### src/ubdie_pkg.sv
// Package with register map, field layout, reset values and carrier types of the UART divisor block
package ubdie_pkg;

	// Byte addresses of the register port
	localparam logic [31:0] UBDIE_BASE_ADDR       = 32'h4000_8000;
	localparam logic [31:0] UBDIE_DIV_LOW_ADDR    = 32'h4000_8000;
	localparam logic [31:0] UBDIE_DIV_HIGH_ADDR   = 32'h4000_8004;
	localparam logic [31:0] UBDIE_IRQ_ENABLE_ADDR = 32'h4000_8004;
	localparam logic [31:0] UBDIE_LINE_CTRL_ADDR  = 32'h4000_800C;
	localparam logic [31:0] UBDIE_LINE_STAT_ADDR  = 32'h4000_8014;
	localparam logic [31:0] UBDIE_FRAC_DIV_ADDR   = 32'h4000_8028;
	localparam logic [31:0] UBDIE_IRQ_STAT_ADDR   = 32'h4000_8060;
	localparam logic [31:0] UBDIE_IRQ_MASK_ADDR   = 32'h4000_8064;

	// Reset values
	localparam logic [7:0]  UBDIE_DIV_LOW_RESET   = 8'h01;
	localparam logic [7:0]  UBDIE_DIV_HIGH_RESET  = 8'h00;
	localparam logic [9:0]  UBDIE_IRQ_EN_RESET    = 10'h000;
	localparam logic [7:0]  UBDIE_LINE_CTRL_RESET = 8'h00;
	localparam logic [7:0]  UBDIE_FRAC_DIV_RESET  = 8'h10;
	localparam logic [4:0]  UBDIE_EVENT_RESET     = 5'h00;

	// Field positions
	localparam int UBDIE_ACCESS_SELECT_BIT = 7;
	localparam int UBDIE_EN_RX_DATA_BIT    = 0;
	localparam int UBDIE_EN_TX_EMPTY_BIT   = 1;
	localparam int UBDIE_EN_RX_LINE_BIT    = 2;
	localparam int UBDIE_EN_AB_DONE_BIT    = 8;
	localparam int UBDIE_EN_AB_TIMEOUT_BIT = 9;
	localparam int UBDIE_LSR_TX_EMPTY_BIT  = 5;
	localparam int UBDIE_LSR_ERR_LO_BIT    = 1;
	localparam int UBDIE_LSR_ERR_HI_BIT    = 4;
	localparam int UBDIE_SOURCE_COUNT      = 5;

	// Writable enable bits; reserved bits never store
	localparam logic [9:0]  UBDIE_IRQ_EN_WMASK    = 10'h307;
	localparam logic [15:0] UBDIE_DIV_ONE         = 16'h0001;
	localparam logic [15:0] UBDIE_DIV_ZERO        = 16'h0000;

	// Raw conditions coming from the rest of the UART
	typedef struct packed {
		logic       autobaud_timeout;
		logic       autobaud_done_flag;
		logic [3:0] rx_line_errors;
		logic       tx_holding_empty;
		logic       char_timeout_indication;
		logic       rx_data_available;
	} ubdie_raw_type;

	// Enabled sources presented to priority logic
	typedef struct packed {
		logic autobaud_timeout;
		logic autobaud_done;
		logic rx_line;
		logic tx_empty;
		logic char_timeout;
		logic rx_data;
	} ubdie_src_type;

	// Register port request
	typedef struct packed {
		logic [31:0] addr;
		logic [31:0] wdata;
		logic        wr;
		logic        rd;
	} ubdie_bus_req_type;

endpackage

### src/ubdie_frac_stage.sv
// Fractional pre-divider that thins the peripheral clock into enable pulses
`timescale 1ns/1ps
module ubdie_frac_stage
	import ubdie_pkg::*;
(
	input  wire logic       clk_i,
	input  wire logic       rst_i,
	input  wire logic [7:0] frac_i,
	output logic            tick_o
);

	typedef struct packed {
		logic [4:0] acc;
		logic       tick;
	} ubdie_frac_state_type;

	ubdie_frac_state_type state_reg;
	ubdie_frac_state_type state_next;
	logic [3:0]           add_val;
	logic [3:0]           mul_val;
	logic [4:0]           sum;

	// Pass ratio mul/(mul+add); add of zero or not below mul passes every edge
	always_comb begin
		add_val = frac_i[3:0];
		mul_val = (frac_i[7:4] == 4'h0) ? 4'h1 : frac_i[7:4];
		state_next = state_reg;
		sum = state_reg.acc + 5'(add_val);
		if (add_val == 4'h0 || add_val >= mul_val) begin
			state_next.tick = 1'b1;
			state_next.acc  = 5'h00;
		end else if (state_reg.acc >= 5'(mul_val)) begin
			// A skipped edge only pays back one step; adding here would thin too much
			state_next.tick = 1'b0;
			state_next.acc  = state_reg.acc - 5'(mul_val);
		end else begin
			state_next.tick = 1'b1;
			state_next.acc  = sum;
		end
	end

	// State register
	always_ff @(posedge clk_i or posedge rst_i) begin
		if (rst_i) begin
			state_reg <= '0;
		end else begin
			state_reg <= state_next;
		end
	end

	assign tick_o = state_reg.tick;

endmodule

### src/ubdie_baud_counter.sv
// Baud divider counting fractional ticks up from zero to one below the divisor
`timescale 1ns/1ps
module ubdie_baud_counter
	import ubdie_pkg::*;
(
	input  wire logic        clk_i,
	input  wire logic        rst_i,
	input  wire logic        tick_i,
	input  wire logic [15:0] divisor_i,
	output logic             baud16_o
);

	typedef struct packed {
		logic [15:0] count;
		logic        pulse;
	} ubdie_cnt_state_type;

	ubdie_cnt_state_type state_reg;
	ubdie_cnt_state_type state_next;
	logic [15:0]         eff_div;

	// One pulse per divisor ticks gives sixteen times the bit rate
	always_comb begin
		eff_div = (divisor_i == UBDIE_DIV_ZERO) ? UBDIE_DIV_ONE : divisor_i;
		state_next = state_reg;
		state_next.pulse = 1'b0;
		if (tick_i) begin
			if (state_reg.count + 16'h0001 >= eff_div) begin
				state_next.count = 16'h0000;
				state_next.pulse = 1'b1;
			end else begin
				state_next.count = state_reg.count + 16'h0001;
			end
		end
	end

	// State register
	always_ff @(posedge clk_i or posedge rst_i) begin
		if (rst_i) begin
			state_reg <= '0;
		end else begin
			state_reg <= state_next;
		end
	end

	assign baud16_o = state_reg.pulse;

endmodule

### src/ubdie_top.sv
// Divisor latch, interrupt source enable, register port and baud tick generation
`timescale 1ns/1ps
module ubdie_top
	import ubdie_pkg::*;
(
	input  wire logic                     clk_i,
	input  wire logic                     rst_i,
	input  wire logic [31:0]              addr_i,
	input  wire logic [31:0]              wdata_i,
	input  wire logic                     wr_i,
	input  wire logic                     rd_i,
	output logic [31:0]                   rdata_o,
	input  wire ubdie_pkg::ubdie_raw_type raw_i,
	input  wire logic [7:0]               rx_buffer_i,
	output logic                          rx_buffer_pop_o,
	output logic [7:0]                    tx_holding_o,
	output logic                          tx_holding_push_o,
	output logic                          divisor_access_select_o,
	output ubdie_pkg::ubdie_src_type      src_o,
	output logic                          autobaud_done_flag_o,
	output logic                          baud16_o,
	output logic                          irq_o
);
	import ubdie_pkg::*;

	// Whole register state of the block
	typedef struct packed {
		logic [7:0]  divisor_low_field;
		logic [7:0]  divisor_high_field;
		logic [9:0]  interrupt_source_enable;
		logic [7:0]  line_control_reg;
		logic [7:0]  frac_div;
		logic [4:0]  event_status;
		logic [4:0]  event_mask;
		logic [4:0]  src_prev;
		logic [31:0] rdata;
		logic [7:0]  tx_holding;
		logic        tx_push;
		logic        rx_pop;
	} ubdie_state_type;

	ubdie_state_type state_reg;
	ubdie_state_type state_next;
	ubdie_bus_req_type bus;
	ubdie_src_type     src;
	logic              divisor_access_select;
	logic [15:0]       divisor;
	logic [4:0]        src_vec;
	logic [4:0]        src_rise;
	logic              frac_tick;
	logic [7:0]        line_status;

	// Bundle the register port
	always_comb begin
		bus.addr  = addr_i;
		bus.wdata = wdata_i;
		bus.wr    = wr_i;
		bus.rd    = rd_i;
	end

	assign divisor_access_select = state_reg.line_control_reg[UBDIE_ACCESS_SELECT_BIT];
	assign divisor = {state_reg.divisor_high_field, state_reg.divisor_low_field};

	// Sources gated by their enables; disabled ones never request
	always_comb begin
		src.rx_data = raw_i.rx_data_available
			& state_reg.interrupt_source_enable[UBDIE_EN_RX_DATA_BIT];
		src.char_timeout = raw_i.char_timeout_indication
			& state_reg.interrupt_source_enable[UBDIE_EN_RX_DATA_BIT];
		src.tx_empty = raw_i.tx_holding_empty
			& state_reg.interrupt_source_enable[UBDIE_EN_TX_EMPTY_BIT];
		src.rx_line = (|raw_i.rx_line_errors)
			& state_reg.interrupt_source_enable[UBDIE_EN_RX_LINE_BIT];
		src.autobaud_done = raw_i.autobaud_done_flag
			& state_reg.interrupt_source_enable[UBDIE_EN_AB_DONE_BIT];
		src.autobaud_timeout = raw_i.autobaud_timeout
			& state_reg.interrupt_source_enable[UBDIE_EN_AB_TIMEOUT_BIT];
	end

	// Event vector for the sticky status register
	assign src_vec = {src.autobaud_timeout, src.autobaud_done, src.rx_line, src.tx_empty,
		src.rx_data | src.char_timeout};
	assign src_rise = src_vec & ~state_reg.src_prev;

	// Line status view built from the raw flags
	always_comb begin
		line_status = 8'h00;
		line_status[0] = raw_i.rx_data_available;
		line_status[UBDIE_LSR_ERR_HI_BIT:UBDIE_LSR_ERR_LO_BIT] = raw_i.rx_line_errors;
		line_status[UBDIE_LSR_TX_EMPTY_BIT] = raw_i.tx_holding_empty;
	end

	// Register access, decode and event capture
	always_comb begin
		state_next = state_reg;
		state_next.tx_push = 1'b0;
		state_next.rx_pop  = 1'b0;
		state_next.src_prev = src_vec;
		state_next.rdata = 32'h0000_0000;
		// Writes; the shared addresses follow the access select bit
		if (bus.wr) begin
			unique case (bus.addr)
				UBDIE_DIV_LOW_ADDR: begin
					if (divisor_access_select) begin
						state_next.divisor_low_field = bus.wdata[7:0];
					end else begin
						state_next.tx_holding = bus.wdata[7:0];
						state_next.tx_push    = 1'b1;
					end
				end
				UBDIE_DIV_HIGH_ADDR: begin
					if (divisor_access_select) begin
						state_next.divisor_high_field = bus.wdata[7:0];
					end else begin
						// Reserved bits are dropped so they read back as zero
						state_next.interrupt_source_enable =
							bus.wdata[9:0] & UBDIE_IRQ_EN_WMASK;
					end
				end
				UBDIE_LINE_CTRL_ADDR: state_next.line_control_reg = bus.wdata[7:0];
				UBDIE_FRAC_DIV_ADDR:  state_next.frac_div = bus.wdata[7:0];
				UBDIE_IRQ_MASK_ADDR:  state_next.event_mask = bus.wdata[4:0];
				default: ;
			endcase
		end
		// Reads; unmapped addresses answer zero
		if (bus.rd) begin
			unique case (bus.addr)
				UBDIE_DIV_LOW_ADDR: begin
					if (divisor_access_select) begin
						state_next.rdata = {24'h000000, state_reg.divisor_low_field};
					end else begin
						state_next.rdata  = {24'h000000, rx_buffer_i};
						state_next.rx_pop = 1'b1;
					end
				end
				UBDIE_DIV_HIGH_ADDR: begin
					if (divisor_access_select) begin
						state_next.rdata = {24'h000000, state_reg.divisor_high_field};
					end else begin
						state_next.rdata = {22'h0, state_reg.interrupt_source_enable};
					end
				end
				UBDIE_LINE_CTRL_ADDR: state_next.rdata = {24'h000000, state_reg.line_control_reg};
				UBDIE_LINE_STAT_ADDR: state_next.rdata = {24'h000000, line_status};
				UBDIE_FRAC_DIV_ADDR:  state_next.rdata = {24'h000000, state_reg.frac_div};
				UBDIE_IRQ_STAT_ADDR:  state_next.rdata = {27'h00, state_reg.event_status};
				UBDIE_IRQ_MASK_ADDR:  state_next.rdata = {27'h00, state_reg.event_mask};
				default: ;
			endcase
		end
		// Read clears the status; a new rising event in that cycle still sets
		if (bus.rd && bus.addr == UBDIE_IRQ_STAT_ADDR) begin
			state_next.event_status = src_rise;
		end else begin
			state_next.event_status = state_reg.event_status | src_rise;
		end
	end

	// State register with documented reset values
	always_ff @(posedge clk_i or posedge rst_i) begin
		if (rst_i) begin
			state_reg.divisor_low_field       <= UBDIE_DIV_LOW_RESET;
			state_reg.divisor_high_field      <= UBDIE_DIV_HIGH_RESET;
			state_reg.interrupt_source_enable <= UBDIE_IRQ_EN_RESET;
			state_reg.line_control_reg        <= UBDIE_LINE_CTRL_RESET;
			state_reg.frac_div                <= UBDIE_FRAC_DIV_RESET;
			state_reg.event_status            <= UBDIE_EVENT_RESET;
			state_reg.event_mask              <= UBDIE_EVENT_RESET;
			state_reg.src_prev                <= UBDIE_EVENT_RESET;
			state_reg.rdata                   <= 32'h0000_0000;
			state_reg.tx_holding              <= 8'h00;
			state_reg.tx_push                 <= 1'b0;
			state_reg.rx_pop                  <= 1'b0;
		end else begin
			state_reg <= state_next;
		end
	end

	// Fractional stage feeding the divisor counter
	ubdie_frac_stage u_frac (
		.clk_i  (clk_i),
		.rst_i  (rst_i),
		.frac_i (state_reg.frac_div),
		.tick_o (frac_tick)
	);

	// Divisor counter producing the sixteen-times tick
	ubdie_baud_counter u_baud (
		.clk_i     (clk_i),
		.rst_i     (rst_i),
		.tick_i    (frac_tick),
		.divisor_i (divisor),
		.baud16_o  (baud16_o)
	);

	// Outputs
	assign rdata_o                 = state_reg.rdata;
	assign tx_holding_o            = state_reg.tx_holding;
	assign tx_holding_push_o       = state_reg.tx_push;
	assign rx_buffer_pop_o         = state_reg.rx_pop;
	assign divisor_access_select_o = divisor_access_select;
	assign src_o                   = src;
	assign autobaud_done_flag_o    = src.autobaud_done;
	assign irq_o                   = |(state_reg.event_status & state_reg.event_mask);

endmodule

### config.mk
export PLATFORM = sky130hd
export DESIGN_NAME = ubdie_top
export DESIGN_NICKNAME = d
export VERILOG_FILES = /design/src/ubdie_pkg.sv /design/src/ubdie_frac_stage.sv /design/src/ubdie_baud_counter.sv /design/src/ubdie_top.sv
export SDC_FILE = /design/constraint.sdc
export NUM_CORES = 1
export LEC_CHECK = 0
export BUFFER_PORTS_ARGS = -buffer_cell sky130_fd_sc_hd__clkbuf_2
export CAP_MARGIN = 30
export CORE_ASPECT_RATIO = 0.6
export CORE_MARGIN = 2
export CORE_UTILIZATION = 60
export CTS_BUF_LIST = sky130_fd_sc_hd__clkbuf_4 sky130_fd_sc_hd__clkbuf_8
export CTS_CLUSTER_DIAMETER = 150
export CTS_CLUSTER_SIZE = 30
export DETAILED_ROUTE_END_ITERATION = 7
export HOLD_SLACK_MARGIN = 0.12
export PLACE_DENSITY = 0.95
export SKIP_LAST_GASP = 1
export SLEW_MARGIN = 20
export SYNTH_ARGS = -nofsm -noshare
export SYNTH_HDL_FRONTEND = slang
export SYNTH_HIERARCHICAL = 1
export SYNTH_SLANG_ARGS = --single-unit
export TNS_END_PERCENT = 50
### constraint.sdc
create_clock -name clk_i -period 6.3 [get_ports clk_i]
set_clock_uncertainty 0.1 [all_clocks]
set_input_delay 1.26 -clock clk_i [delete_from_list [all_inputs] [get_ports clk_i]]
set_output_delay 1.26 -clock clk_i [all_outputs]
set_load 0.05 [all_outputs]
==> results.txt <==
result of the run - complete, no violations
internal power component - 780 µW
FF-to-FF path depth - 13
kind of start point of the critical path - flop
DP Wirelength - 11100 µm
cell chain of the critical path - nand3_1 -> nor4_4 -> and2_1 -> and4_4 -> xor2_1 -> ha_1 -> a21oi_1 -> o21ai_0 -> a21oi_1 -> o21ai_1 -> buf_4 -> nor2_1 -> a22o_1
standby leakage power - 0.00317 µW
initial core utilization - 62.5%
flip-flop count of the largest register, all copies and words added - 35
largest net degree at the start of global routing - 73
first element of the critical path - u_baud/state_reg[3]
total grt overflow - 0
cts hold-fix bufs - 0
vias - 4635
post-synthesis share of cell area spent on and, or, nand and nor gates - 14.5%
share of cells above drive strength 1 - 33.3%
power density over the cells - 170 nW/µm²
launch instance of the worst register-to-register path - u_baud/state_reg[3]
worst voltage drop across the vdd grid - 0.139 mV
number of clock buffers inserted by TritonCTS - 9
delay of the slowest cell on the worst path - 0.65 ns
number of setup buffers added after CTS - 0
floorplan die height - 80.2 µm
Logic pwr share - 7.6%
number of storage elements in the synthesis netlist - 95
CP required - 6.52 ns
Switching Power - 300 µW
start-to-end type of the worst setup path - reg2reg
number of rows in the core area - 27
Gates resized, CTS repair - 0
synthesized area divided by synthesized cell count - 10.8 µm²
antenna violations before repair - 0
WL/cell - 19.6 µm
dominant synthesized flop cell - dfrtp_1
Synth Area in Compound Gates - 13.3%
CP endpoint - u_baud/state_reg[13]
Crit path top cell by count - a21oi_1
Final Net Count - 726
final-report hold violation count - 0
endpoint class of the critical path - flop
# IOs - 137
clk slew on worst S/H paths - 0.09 ns
floorplan die area - 10500 µm²
H-Tree Level Count - 3
overall fraction of global-route tracks in use - 29.0%
antenna viol nets, final - 0
Finished Core Util - 68.2%
slowest library cell on the worst path - nor2_1
die width - 131 µm
Filler cells - 678
count of flip-flops with a built-in enable after synthesis - 0
max-slew violation total from the final report - 0
number of standard cells in the layout, taps in and fillers out - 745
post-route clock period utilization - 61.7%
Adder-Cell Fraction of Synth Area - 6.94%
area growth from synthesis to layout - 9.25%
largest family of logic cells by synthesized area - simple AND/OR/NAND/NOR gates
count of unresolved DRC violations after routing - 0
sequential fraction of the synthesis area - 41.0%
CTS Sinks - 95
1st-pass router iterations - 6
DR vias/cell - 6.22
CP Data Arrival Time - 4.11 ns
async set or reset register ratio after synthesis - 100%
sequential share of power - 56.4%
core footprint - 9290 µm²
global-route wire length before repair - 23000 µm
CTS tree - done
pin slew with the least headroom to its limit - 1.00 ns
placed cell count - 729
switching power share of the total - 27.7%
final setup violation count - 0
clock network fraction of total power - 36.0%
multiplexer share of the synthesized area - 12.4%
Fin Setup TNS - 0 ns
RSZ-0062 raised after global routing - false
count of input and output buffers - 92
post-synthesis instance total - 538
starting DRC count in detailed routing - 669
post-synthesis cell area - 5800 µm²
total wirelength of the detailed-routed design - 14600 µm
Reg2Reg Setup Slack - 2.41 ns
yosys synthesis warning count - 6
xor/xnor share of the synthesized area - 2.72%
global placer's final weighted congestion - 0.914
number of global-route vias before repair - 4380
Netlist cell types - 68
maximum fanout encountered on the critical timing path - 18
min-delay worst type - reg2reg
Clock Latency Late Sink - 0.39 ns
root buf cell - clkbuf_8
Max Root-Sink Buffers - 2
count of inserted antenna diode cells - 0
upper clock frequency limit - 257 MHz
Slew HR - 33.3%
reported max-cap violation count - 0
critical register-to-register path endpoint - u_baud/state_reg[13]
Final Critical Period - 3.89 ns
-- power by group through the flow --
| stage | Combinational, µW | Sequential (µW) | Clock [µW] |
|---|---|---|---|
| floorplan | 56.7 | 621 | 0 |
| global placement | 78.9 | 621 | 0 |
| detailed placement | 81.2 | 621 | 0 |
| CTS | 81.6 | 609 | 400 |
| global route | 87.8 | 609 | 421 |
| finish | 81.6 | 609 | 389 |
-- routing by layer --
layer	part of all wire [%]	global-route usage (%)
met5	0.39	4.81
met4	1.5	9.04
met3	12	10.5
met2	44	40.9
met1	42	41.3
-- critical path, delay by kind of cell (launching register included) --
family                     cells  cell delay (ns)
AOI/OAI and AO/OA              5             0.74
xor gates and xnor gates       1             0.16
adders and majority gates      1             0.26
buffers and inverters          1             0.20
DFF                            1             0.53
and+or+nand+nor                5             1.83
-- cell type report --
class	count	area, µm²	area share, %
multi-input combinational	369	2970	46.9
clock inverter	7	66.3	1.05
inverter	40	150	2.37
timing repair buffer	95	483	7.62
tap	130	163	2.57
clock buffer	9	124	1.95
sequential	95	2380	37.5
-- per-stage QoR --
step                      worst slack [ns]  area [µm²]  total power (µW)  hold slack (ns)
final                                 2.41        6340              1080            0.419
after global routing                  2.08        6340              1120            0.432
after CTS                             2.43        6340              1090            0.417
after detailed placement              2.41        6150               703            0.393
after global placement                2.44        6150               700            0.388
after floorplan                       2.92        5880               678            0.379
-- cells in the mapped netlist, drive strengths merged, types with 6 or more instances --
library cell  instances  share of area, %
a22oi                15               1.9
nor4                 15               2.2
and2                  8              0.88
nand4                11               1.4
nor2                 25               1.8
a21oi                13               1.2
ha                   29               6.3
a31oi                 6              0.65
nor3                 13               1.3
clkbuf                7              0.45
o21ai                20               1.8
nand2                27               1.8
xor2                  8               1.2
nand3                10              0.86
mux2                 62                12
buf                  48               6.1
a211oi                6               1.2
xnor2                10               1.5
a22o                 16               2.4
dfrtp                93                40
inv                  40               2.6
-- logic make-up (layout without fill, tap and decap cells) --
| logic type | count (synthesis) | in the layout |
|---|---|---|
| compound gates | 101 | 101 |
| xor+xnor | 18 | 18 |
| fa+ha+maj | 31 | 31 |
| buf+inv | 95 | 151 |
| flops | 95 | 95 |
| mux | 62 | 62 |
| other cells | 1 | 22 |
| simple gates | 135 | 135 |
-- how the worst min path moves through the flow --
stage               cells after the start         endpoint             from
global placement                        1    state_reg[67]    state_reg[67]
CTS                                     1    state_reg[67]    state_reg[67]
floorplan                               1    state_reg[68]    state_reg[68]
finish                                  1  tx_holding_o[2]  tx_holding_o[2]
detailed placement                      1    state_reg[67]    state_reg[67]
global route                            1    state_reg[70]    state_reg[70]
-- placed cells by master, fill, tap and decap left out, types with 5 or more instances in the layout --
| cell | instances |
|---|---|
| o21ai_0 | 15 |
| clkbuf_2 | 92 |
| nand2_1 | 25 |
| a21oi_1 | 12 |
| and2_1 | 7 |
| a22oi_1 | 15 |
| dfrtp_1 | 93 |
| nor4_1 | 12 |
| ha_1 | 29 |
| nor3_1 | 11 |
| a31oi_1 | 6 |
| inv_1 | 39 |
| mux2_2 | 57 |
| a211oi_2 | 5 |
| mux2_4 | 5 |
| a22o_1 | 16 |
| xnor2_1 | 10 |
| nand4_1 | 10 |
| nand3_1 | 10 |
| nor2_1 | 23 |
| xor2_1 | 8 |
| clkbuf_8 | 9 |
| conb_1 | 22 |
Note: power is estimated with default switching activity, not from simulation.
